## src/fwp_pkg.sv

```systemverilog
// Package for the flash word program control block
package fwp_pkg;

  // ----------------------------------------------------------------
  // Register byte addresses (APB, one aligned word each)
  // ----------------------------------------------------------------
  localparam logic [7:0] FWP_OFS_PTR_UPPER = 8'h00;
  localparam logic [7:0] FWP_OFS_PTR_HIGH = 8'h04;
  localparam logic [7:0] FWP_OFS_PTR_LOW = 8'h08;
  localparam logic [7:0] FWP_OFS_LATCH = 8'h0c;
  localparam logic [7:0] FWP_OFS_KEY = 8'h10;
  localparam logic [7:0] FWP_OFS_CTRL = 8'h14;
  localparam logic [7:0] FWP_OFS_TABLE_WRITE_INSTRUCTION = 8'h18;
  localparam logic [7:0] FWP_OFS_STATUS = 8'h1c;
  localparam logic [7:0] FWP_OFS_HOLD_BASE = 8'h40;

  // ----------------------------------------------------------------
  // Control and table write register field positions
  // ----------------------------------------------------------------
  localparam int FWP_BIT_WORD_EN = 5;
  localparam int FWP_BIT_ERASE_SEL = 4;
  localparam int FWP_BIT_WR_ERR = 3;
  localparam int FWP_BIT_WR_EN = 2;
  localparam int FWP_BIT_WR_START = 1;
  localparam int FWP_BIT_TABLE_WRITE_INSTRUCTION_INC = 0;

  // ----------------------------------------------------------------
  // Reset values, keys, sizes
  // ----------------------------------------------------------------
  localparam logic [7:0] FWP_RST_BYTE = 8'h00;
  localparam logic [21:0] FWP_RST_PTR = 22'h000000;
  localparam logic [7:0] FWP_KEY_FIRST = 8'h55;
  localparam logic [7:0] FWP_KEY_SECOND = 8'haa;
  localparam int FWP_HOLD_DEPTH = 64;
  localparam int FWP_WORD_BYTES = 2;

  // ----------------------------------------------------------------
  // Timing
  // ----------------------------------------------------------------
  localparam int FWP_CLK_NS = 100;
  localparam int FWP_WORD_WRITE_US = 2800;
  localparam int FWP_WORD_WRITE_CYC = (FWP_WORD_WRITE_US * 1000) / FWP_CLK_NS;

  // ----------------------------------------------------------------
  // Types
  // ----------------------------------------------------------------
  typedef enum logic [1:0] {
    FWP_KEY_IDLE,
    FWP_KEY_GOT_FIRST,
    FWP_KEY_OPEN
  } fwp_key_state_t;

  typedef struct packed {
    logic [21:0] addr;
    logic [5:0] count;
    logic busy;
  } fwp_prog_t;

endpackage : fwp_pkg
```

## src/fwp_flash_word_program_control.sv

```systemverilog
// Flash word program sequencer with APB register access
// Function
// Word mode programs exactly two bytes
// Software programs only erased words
// Software loads pointer and holding bytes first
// Software sets word enable then write enable
// Start accepted only after 55h then AAh
// Start bit after unlock begins programming
// Stall processor until write timer ends
// Reset pin or watchdog abort sets error
// Software verifies and reprograms after abort
// Key register holds no stored value
// Control bits 5..1, others read zero
// Pointer split over upper, high, low bytes
// Latch byte feeds each table write
// Software clears enables after completion
// Holding registers keep contents after write
// Start bit clears when programming completes
`timescale 1ns/1ps
`default_nettype none

module fwp_flash_word_program_control
  import fwp_pkg::*;
#(
  parameter int WRITE_CYCLES = FWP_WORD_WRITE_CYC
) (
  input wire logic clk_sys,
  input wire logic rst_n,
  input wire logic psel,
  input wire logic penable,
  input wire logic pwrite,
  input wire logic [7:0] paddr,
  input wire logic [31:0] pwdata,
  output logic [31:0] prdata,
  output logic pready,
  output logic pslverr,
  input wire logic external_reset_pin,
  input wire logic watchdog_timer,
  output logic cpu_stall,
  output logic flash_prog_en,
  output logic [21:0] flash_prog_addr,
  output logic [7:0] flash_prog_data
);

  // ----------------------------------------------------------------
  // Registers
  // ----------------------------------------------------------------
  logic [21:0] table_pointer_q;
  logic [7:0] table_latch_byte_q;
  logic single_word_program_enable_q;
  logic erase_sel_q;
  logic aborted_write_error_flag_q;
  logic memory_write_enable_q;
  logic wr_start_q;
  fwp_key_state_t key_q;
  fwp_prog_t prog_q;
  logic [31:0] timer_q;
  logic [7:0] hold_q [FWP_HOLD_DEPTH];
  logic [31:0] prdata_q;
  logic pready_q;
  logic pslverr_q;
  logic stall_q;
  logic pen_q;
  logic [21:0] paddr_q;
  logic [7:0] pdata_q;

  logic acc;
  logic wr_acc;
  logic rd_setup;
  logic start_req;
  logic abort_evt;
  logic tick_done;
  logic [7:0] ctrl_rd;
  logic [5:0] hidx;
  logic mapped;

  // ----------------------------------------------------------------
  // Bus decode
  // ----------------------------------------------------------------
  // No wait state: ready is asserted in the cycle after setup
  assign acc = psel & penable & pready_q;
  assign wr_acc = acc & pwrite;
  assign rd_setup = psel & ~penable;
  assign hidx = paddr[7:2] - 6'h10;
  assign mapped = (paddr[1:0] == 2'b00) &&
                  ((paddr <= FWP_OFS_STATUS) || (paddr >= FWP_OFS_HOLD_BASE));
  // Watchdog or reset pin cutting a busy write
  assign abort_evt = prog_q.busy & (external_reset_pin | watchdog_timer);
  assign tick_done = prog_q.busy && (timer_q == 32'h0);
  assign start_req = wr_acc && (paddr == FWP_OFS_CTRL) &&
                     pwdata[FWP_BIT_WR_START] && (key_q == FWP_KEY_OPEN) &&
                     pwdata[FWP_BIT_WR_EN] && memory_write_enable_q &&
                     !prog_q.busy;

  always_comb begin
    ctrl_rd = 8'h00;
    ctrl_rd[FWP_BIT_WORD_EN] = single_word_program_enable_q;
    ctrl_rd[FWP_BIT_ERASE_SEL] = erase_sel_q;
    ctrl_rd[FWP_BIT_WR_ERR] = aborted_write_error_flag_q;
    ctrl_rd[FWP_BIT_WR_EN] = memory_write_enable_q;
    ctrl_rd[FWP_BIT_WR_START] = wr_start_q;
  end

  // ----------------------------------------------------------------
  // APB answer
  // ----------------------------------------------------------------
  always_ff @(posedge clk_sys or negedge rst_n) begin
    if (!rst_n) begin
      pready_q <= 1'b0;
      pslverr_q <= 1'b0;
      prdata_q <= 32'h0;
    end else begin
      pready_q <= rd_setup;
      pslverr_q <= rd_setup & ~mapped;
      prdata_q <= 32'h0;
      if (rd_setup && !pwrite) begin
        if (paddr >= FWP_OFS_HOLD_BASE) begin
          prdata_q <= {24'h0, hold_q[hidx]};
        end else begin
          case (paddr)
            FWP_OFS_PTR_UPPER: prdata_q <= {26'h0, table_pointer_q[21:16]};
            FWP_OFS_PTR_HIGH: prdata_q <= {24'h0, table_pointer_q[15:8]};
            FWP_OFS_PTR_LOW: prdata_q <= {24'h0, table_pointer_q[7:0]};
            FWP_OFS_LATCH: prdata_q <= {24'h0, table_latch_byte_q};
            FWP_OFS_CTRL: prdata_q <= {24'h0, ctrl_rd};
            FWP_OFS_STATUS: prdata_q <= {31'h0, prog_q.busy};
            default: prdata_q <= 32'h0;
          endcase
        end
      end
    end
  end

  // ----------------------------------------------------------------
  // Table pointer and latch
  // ----------------------------------------------------------------
  always_ff @(posedge clk_sys or negedge rst_n) begin
    if (!rst_n) begin
      table_pointer_q <= FWP_RST_PTR;
      table_latch_byte_q <= FWP_RST_BYTE;
    end else if (wr_acc && !prog_q.busy) begin
      case (paddr)
        FWP_OFS_PTR_UPPER: table_pointer_q[21:16] <= pwdata[5:0];
        FWP_OFS_PTR_HIGH: table_pointer_q[15:8] <= pwdata[7:0];
        FWP_OFS_PTR_LOW: table_pointer_q[7:0] <= pwdata[7:0];
        FWP_OFS_LATCH: table_latch_byte_q <= pwdata[7:0];
        FWP_OFS_TABLE_WRITE_INSTRUCTION: begin
          if (pwdata[FWP_BIT_TABLE_WRITE_INSTRUCTION_INC]) begin
            table_pointer_q <= table_pointer_q + 22'h1;
          end
        end
        default: ;
      endcase
    end
  end

  // ----------------------------------------------------------------
  // Holding registers, never cleared by a write
  // ----------------------------------------------------------------
  generate
    for (genvar i = 0; i < FWP_HOLD_DEPTH; i++) begin : g_hold
      always_ff @(posedge clk_sys or negedge rst_n) begin
        if (!rst_n) begin
          hold_q[i] <= FWP_RST_BYTE;
        end else if (wr_acc && !prog_q.busy && (paddr == FWP_OFS_TABLE_WRITE_INSTRUCTION) &&
                     (table_pointer_q[5:0] == 6'(i))) begin
          hold_q[i] <= table_latch_byte_q;
        end
      end
    end
  endgenerate

  // ----------------------------------------------------------------
  // Unlock key tracker
  // ----------------------------------------------------------------
  // No data is kept; only the sequence position advances
  always_ff @(posedge clk_sys or negedge rst_n) begin
    if (!rst_n) begin
      key_q <= FWP_KEY_IDLE;
    end else if (wr_acc) begin
      if (paddr == FWP_OFS_KEY) begin
        case (key_q)
          FWP_KEY_IDLE: key_q <= (pwdata[7:0] == FWP_KEY_FIRST) ?
                                 FWP_KEY_GOT_FIRST : FWP_KEY_IDLE;
          FWP_KEY_GOT_FIRST: key_q <= (pwdata[7:0] == FWP_KEY_SECOND) ?
                                      FWP_KEY_OPEN : FWP_KEY_IDLE;
          default: key_q <= FWP_KEY_IDLE;
        endcase
      end else begin
        // Any other write breaks the unlock, so start must follow at once
        key_q <= FWP_KEY_IDLE;
      end
    end
  end

  // ----------------------------------------------------------------
  // Control register
  // ----------------------------------------------------------------
  always_ff @(posedge clk_sys or negedge rst_n) begin
    if (!rst_n) begin
      single_word_program_enable_q <= 1'b0;
      erase_sel_q <= 1'b0;
      memory_write_enable_q <= 1'b0;
      wr_start_q <= 1'b0;
    end else begin
      if (wr_acc && (paddr == FWP_OFS_CTRL) && !prog_q.busy) begin
        single_word_program_enable_q <= pwdata[FWP_BIT_WORD_EN];
        erase_sel_q <= pwdata[FWP_BIT_ERASE_SEL];
        memory_write_enable_q <= pwdata[FWP_BIT_WR_EN];
      end
      if (start_req) begin
        wr_start_q <= 1'b1;
      end else if (tick_done || abort_evt) begin
        wr_start_q <= 1'b0;
      end
    end
  end

  // Set wins over a software clear in the same cycle
  always_ff @(posedge clk_sys or negedge rst_n) begin
    if (!rst_n) begin
      aborted_write_error_flag_q <= 1'b0;
    end else if (abort_evt) begin
      aborted_write_error_flag_q <= 1'b1;
    end else if (wr_acc && (paddr == FWP_OFS_CTRL) &&
                 !pwdata[FWP_BIT_WR_ERR]) begin
      aborted_write_error_flag_q <= 1'b0;
    end
  end

  // ----------------------------------------------------------------
  // Programming sequencer and write timer
  // ----------------------------------------------------------------
  always_ff @(posedge clk_sys or negedge rst_n) begin
    if (!rst_n) begin
      prog_q <= '0;
      timer_q <= 32'h0;
      stall_q <= 1'b0;
      pen_q <= 1'b0;
      paddr_q <= FWP_RST_PTR;
      pdata_q <= FWP_RST_BYTE;
    end else begin
      pen_q <= 1'b0;
      if (start_req) begin
        prog_q.busy <= 1'b1;
        prog_q.addr <= single_word_program_enable_q ?
                       {table_pointer_q[21:1], 1'b0} :
                       {table_pointer_q[21:6], 6'h00};
        prog_q.count <= single_word_program_enable_q ?
                        6'(FWP_WORD_BYTES - 1) :
                        6'(FWP_HOLD_DEPTH - 1);
        timer_q <= WRITE_CYCLES - 1;
        stall_q <= 1'b1;
      end else if (abort_evt || tick_done) begin
        prog_q.busy <= 1'b0;
        stall_q <= 1'b0;
      end else if (prog_q.busy) begin
        timer_q <= timer_q - 32'h1;
        if (pen_q || (timer_q == WRITE_CYCLES - 1)) begin
          // One byte per cycle to the array, then wait out the timer
          if (!(pen_q && prog_q.count == 6'h0)) begin
            pen_q <= 1'b1;
            paddr_q <= prog_q.addr;
            pdata_q <= hold_q[prog_q.addr[5:0]];
            prog_q.addr <= prog_q.addr + 22'h1;
            if (pen_q) begin
              prog_q.count <= prog_q.count - 6'h1;
            end
          end
        end
      end
    end
  end

  assign prdata = prdata_q;
  assign pready = pready_q;
  assign pslverr = pslverr_q;
  assign cpu_stall = stall_q;
  assign flash_prog_en = pen_q;
  assign flash_prog_addr = paddr_q;
  assign flash_prog_data = pdata_q;

endmodule // fwp_flash_word_program_control

`default_nettype wire

```

## config.mk

```make
export PLATFORM = sky130hd
export DESIGN_NAME = fwp_flash_word_program_control
export DESIGN_NICKNAME = d
export VERILOG_FILES = /design/src/fwp_pkg.sv /design/src/fwp_flash_word_program_control.sv
export SDC_FILE = /design/constraint.sdc
export NUM_CORES = 1
export LEC_CHECK = 0
export BUFFER_PORTS_ARGS = -buffer_cell sky130_fd_sc_hd__buf_2
export CORE_MARGIN = 2
export CORE_UTILIZATION = 45
export CTS_CLUSTER_SIZE = 28
export DETAILED_ROUTE_END_ITERATION = 8
export GPL_ROUTABILITY_DRIVEN = 1
export HOLD_SLACK_MARGIN = 0.08
export MAX_ROUTING_LAYER = met4
export PLACE_DENSITY = 0.74
export SLEW_MARGIN = 0
export SYNTH_ARGS = -nofsm -noshare
export SYNTH_HDL_FRONTEND = slang
export SYNTH_SLANG_ARGS = --single-unit
```

## constraint.sdc

```tcl
create_clock -name clk_sys -period 3.2 [get_ports clk_sys]
set_input_delay 0.96 -clock clk_sys [delete_from_list [all_inputs] [get_ports clk_sys]]
set_output_delay 0.96 -clock clk_sys [all_outputs]
set_load 0.05 [all_outputs]
```

; After elaboration in Yosys (flattened, before gate mapping)
; Index checks and enable logic that the tools add are counted.
[op_classes]
addsub = 5
order_cmp = 4
n_eq_ne = 78
mux = 37
bitwise = 14
n_reduce_logical = 106
[ops]
columns = op, count
row1 = "equality test 6 bit, second input constant", 32
row2 = two-way mux 28 bit, 4
row3 = binary-select mux 8 bit (select 6 bit), 2
row4 = "equality test 6 x 5 -> 1 bit, second input constant", 16
row5 = two-way mux 32 bit, 3
row6 = logical AND 1 bit, 78
row7 = "equality test 6 x 4 -> 1 bit, second input constant", 8
row8 = two-way mux 8 bit, 6
row9 = one-hot mux 8 bit (6 select lines), 1
row10 = "adder 22 x 1 -> 22 bit, second input constant", 2
row11 = "equality test 32 x 15 -> 1 bit, second input constant", 1
row12 = "equality test 8 x 5 -> 1 bit, second input constant", 4
row13 = logical NOT 32 bit, 1
row14 = one-hot mux 8 bit (2 select lines), 2
row15 = "subtractor 32 x 1 -> 32 bit, second input constant", 1
row16 = two-way mux 29 bit, 1
row17 = "equality test 6 x 3 -> 1 bit, second input constant", 4
row18 = two-way mux 22 bit, 1
row19 = two-way mux 6 bit, 3
row20 = "equality test 8 x 4 -> 1 bit, second input constant", 2
row21 = nonzero test 2 bit, 8
row22 = ">= comparator 7 bit, second input constant", 2
row23 = NOT 6 -> 7 bit, 2
row24 = "equality test 6 x 2 -> 1 bit, second input constant", 2
row25 = 27 further kinds, 58
[totals]
regBits = 675
in_bits = 47
out_inout_bits = 66
word_cells = 328

; Depth between registers and ports, before layout
[depth]
depth_word = 11
ltp_mapped = 13
mapped_depth_nobuf = 8

; Worst setup path before layout
; No wires, ideal clock.
[synth_path]
path_kind = input port to flip-flop
from = input port paddr[6]
to = register prog_q[24] in the netlist's numbering
setup_ps = 82
arrival_ps = 4307
slack_ps = -1189
path_stages = 12
n_path_buf = 4
path_cell_list = clkbuf_1 -> inv_2 -> clkbuf_1 -> ha_1 -> nor4b_4 -> nand4b_2 -> o41a_1 -> buf_2 -> or4_1 -> buf_2 -> or4_1 -> a31oi_1
[synth_via]
elab_chain_cells = 9
word_cells_on_any_way = 13
cone_classes = eq/ne (3) / mux (1) / reduce/logical (9)
[synth_rtl]
columns = item, line
row1 = from (decl), fwp_flash_word_program_control.sv:32  ; input wire logic [7:0] paddr,
row2 = equality test 8 x 5 -> 1 bit (*), fwp_flash_word_program_control.sv:90  ; assign start_req = wr_acc && (paddr == FWP_OFS_CTRL) &&
row3 = logical AND 1 bit (*) (2 in a row), fwp_flash_word_program_control.sv:90
row4 = logical AND 1 bit (*) (2 in a row), fwp_flash_word_program_control.sv:91  ; pwdata[FWP_BIT_WR_START] && (key_q == FWP_KEY_OPEN) &&
row5 = logical AND 1 bit (*) (2 in a row), fwp_flash_word_program_control.sv:92  ; pwdata[FWP_BIT_WR_EN] && memory_write_enable_q &&
row6 = != test 2 bit (no source line) / nonzero test 2 bit (equally long branches), n/a
row7 = AND reduction 4 bit (no source line), n/a
row8 = to (decl), fwp_flash_word_program_control.sv:56  ; fwp_prog_t prog_q;
; Mark *: on every way between the ends. The rest lies on a longest branch, timed or not.
; A chain may end at the register's enable or synchronous reset.

; Final worst setup path
[layout_path]
from = register timer_q[5]
to = register prog_q[25] in the netlist's numbering
[layout_via]
elab_chain_cells = 5
word_cells_on_any_way = 8
cone_classes = eq/ne (2) / reduce/logical (6)
[layout_rtl]
columns = item, line
row1 = from (decl), fwp_flash_word_program_control.sv:57  ; logic [31:0] timer_q;
row2 = from (signal assigned), fwp_flash_word_program_control.sv:252  ; timer_q <= WRITE_CYCLES - 1;
row3 = from (signal assigned), fwp_flash_word_program_control.sv:258  ; timer_q <= timer_q - 32'h1;
row4 = logical NOT 32 bit, fwp_flash_word_program_control.sv:89  ; assign tick_done = prog_q.busy && (timer_q == 32'h0);
row5 = logical AND 1 bit, fwp_flash_word_program_control.sv:89
row6 = logical OR 1 bit, fwp_flash_word_program_control.sv:254  ; end else if (abort_evt || tick_done) begin
row7 = != test 2 bit (no source line), n/a
row8 = AND reduction 4 bit (no source line) (*), n/a
; Marked as above.

==> flow_metrics.tcl <==
set metrics [dict create \
    rsz0062_at_grt "false" \
    reg2reg_setup_slack_ns 0.20 \
    viasPerCell 6.461 \
    p_leak_nw 18.40 \
    fillers 6046 \
    setup_viol 0 \
    core-area_mm2 0.07608 \
    powerDensity_mw_per_mm2 422.1 \
    cts_tree "built" \
    synth-seq-cells 650 \
    drv_cap 0 \
    antenna_left 0 \
    path_cells "or4bb_1, nor4_2, a31oi_1, or4_1, buf_4, or4_1, a31oi_1" \
    hold_viol 0 \
    period_minus_slack_ns 3.005 \
    rows 101 \
    synth.yosys.seq_area_share_pct 46.97 \
    grt_pass1_wl_um 160300 \
    clockBufferDepth 3 \
    cts_made_buffers 70 \
    grt_pass1_vias 25250 \
    critPathSlowestCell "or4_1" \
    cp.required_ns 3.72 \
    nets 2748 \
    reg2reg_to "prog_q[25]$_DFFE_PN0P_" \
    io_pins 113 \
    synthToLayoutAreaGrowth_pct 17.79 \
    vias 24400 \
    r2r_start "timer_q[5]$_DFFE_PN0P_" \
    ys_types 71 \
    synth-edff-count 0 \
    synthAdderAreaFrac_pct 0.3974 \
    drv_slew 0 \
    clkTransAtPathRegs_ns 0.06 \
    grt_usage_pct 27.64 \
    synth_top_area_cell "dfrtp_1" \
    end_kind "flop" \
    fin_crit_sh_pct 93.90 \
    slew_headroom_pct 41.01 \
    syn_area_mm2 0.03463 \
    detail_route.wl_per_cell_um 27.54 \
    netlist_instances 2524 \
    fp.dieH_um 281.4 \
    root_buffer "clkbuf_16" \
    synth_mux_area_share_pct 36.73 \
    synth_compound_area_share_pct 5.850 \
    run_status "finished, final reports clean" \
    max_stage_delay_ns 0.59 \
    syn_area_per_cell_um2 13.72 \
    synth-xor-area-share_pct 0.6323 \
    layout-drive-gt1-share_pct 47.19 \
    grt_overflow 0 \
    drt_iter0_drc 2466 \
    arrival_ns 3.53 \
    grt_max_degree 78 \
    min_path_type "in -> async" \
    wirelength_um 104000 \
    worstSetupStartpointType "flop" \
    layout_setup_ws_ns 0.1952 \
    dr.pass1.iters 6 \
    io_buffers 64 \
    skew_ns 0.02152 \
    max_freq_mhz 332.8 \
    final_util_pct 53.62 \
    synthArstFlopShare_pct 100.0 \
    synthTopCellsByArea "dfrtp_1, mux4_2, mux2_2, a22oi_1, clkbuf_1" \
    post-place-ws_ns -0.2918 \
    dp_hpwl_um 71650 \
    clock_sinks 650 \
    yosysTopAreaCellShare_pct 46.97 \
    drcViolationCount 0 \
    cts_max_level 3 \
    synth-simple-area-share_pct 6.406 \
    whs_ns 0.3249 \
    worst_slew_pin_slew_ns 0.8848 \
    reg2reg_depth 7 \
    start_util_pct 45.52 \
    yosys_warnings 0 \
    place.gp.congestion 0.9676 \
    path_class "reg -> reg" \
    die_w_um 281.4 \
    clk_latency_ns 0.62 \
    synthFlopType "dfrtp_1" \
    cts_setup_buffers 0 \
    antenna_found_initial 3 \
    crit_fanout 12 \
    synth_top_family_by_area "multiplexers" \
    dieArea_mm2 0.07919 \
    setup_tns_ns 0 \
    seq_area_mm2 0.01628 \
    multi_input_area_mm2 0.01804 \
    ir_drop_v 0.0003836 \
]
flip-flops by register name (all words and copies together), names as in the netlist:
register and cells:
prdata 8, prog_q 28, table_pointer_q 22, flash_prog_en 1
erase_sel_q 1, pslverr 1, flash_prog_data 8, single_word_program_enable_q 1
pready 1, flash_prog_addr 22, wr_start_q 1, hold_q 512
table_latch_byte_q 8, aborted_write_error_flag_q 1, memory_write_enable_q 1, timer_q 32
key_q 2
report_power, final:
part / internal, mW / leakage [nW] / switching, mW
registers: 8.22 / 9.06 / 0.0108
logic: 0.211 / 8.17 / 0.480
clock network: 4.90 / 1.17 / 3.39
cells in the final DEF (no fill, tap or decap), drive strengths merged, types with 5 or more instances in the layout:
cell    instances
o21ai          68
o31ai          13
a22oi          84
and2           13
xnor2           8
nand2         113
nand2b          5
inv            17
a221oi          6
a21oi          59
buf           301
or4            12
ha             11
nor2b           9
or3            25
mux4          279
dfrtp         650
o211ai          6
nand3          52
nand4b          5
mux2          545
nand4          33
nor3           17
nor2           96
nor4           13
mux2i          30
nor3b           5
clkbuf        110
o41ai           5
xor2           17
a21o            9
and4            9
conb           24
a31oi          21
o22ai           6
clkinv         12
cell families (layout without fill, tap and decap cells):
| logic type | count (synthesis) | after routing |
|---|---|---|
| buffers and inverters | 246 | 443 |
| muxes | 854 | 854 |
| and+or+nand+nor | 428 | 428 |
| xor gates and xnor gates | 25 | 25 |
| DFF | 650 | 650 |
| other | 1 | 27 |
| adders and majority gates | 11 | 11 |
| AOI/OAI and AO/OA | 309 | 309 |
synthesized netlist by cell type, types with 25 or more instances:
library cell	n
dfrtp_1	650
mux2_2	545
mux4_2	279
clkbuf_1	156
nand2_1	113
nor2_1	86
a22oi_1	84
o21ai_0	67
a21oi_1	59
nand3_1	52
buf_1	35
nand4_1	33
mux2i_1	30
or3_1	25
per-layer routing:
metal / up-vias / share of wire (%) / global-route usage (%)
met5: - / 0 / -
met4: 0 / 4.7 / 11.89
li1: 10050 / - / -
met2: 1263 / 46 / 41.38
met3: 269 / 9.2 / 6.505
met1: 12830 / 40 / 36.19
metrics by stage:
stage                     power (mW)  instance area (um2)  std cells
after CTS                      17.33                40780       3774
final                          17.22                40790       3777
after detailed placement       9.078                38420       3648
after global routing           17.73                40790       3777
after global placement         9.059                38420       3648
after floorplan                8.717                35430       2547
worst max-delay path by stage:
stage | startpoint | endpoint | depth (start not counted)
finish | timer_q[5]$_DFFE_PN0P_ | prog_q[25]$_DFFE_PN0P_ | 7
global route | timer_q[5]$_DFFE_PN0P_ | prog_q[25]$_DFFE_PN0P_ | 7
CTS | timer_q[5]$_DFFE_PN0P_ | prog_q[25]$_DFFE_PN0P_ | 7
detailed placement | paddr[7] | timer_q[26]$_DFFE_PN0P_ | 12
global placement | paddr[7] | prog_q[25]$_DFFE_PN0P_ | 10
floorplan | paddr[6] | prog_q[24]$_DFFE_PN0P_ | 12
cell type report:
type | count | share of cell area [%]
Sequential cell | 650 | 39.92
Multi-Input combinational cell | 1651 | 44.23
Timing Repair Buffer | 301 | 6.714
Clock buffer | 110 | 5.411
Tap cell | 1030 | 3.159
Clock inverter | 16 | 0.3711
Antenna cell | 3 | 0.01840
Inverter | 16 | 0.1779
critical path: cells and delay by family, from the launching register on:
family                 cells  cell delay, ns
and+or+nand+nor            4            1.89
DFF                        1            0.42
AOI/OAI and AO/OA          2            0.41
buffers and inverters      1            0.19
what timing repair did:
action / CTS / global route
hold buffers: 0 / 0
setup endpoints to repair: 0 / 3
resized for setup: 0 / 1
Note: power is estimated with default switching activity, not from simulation.
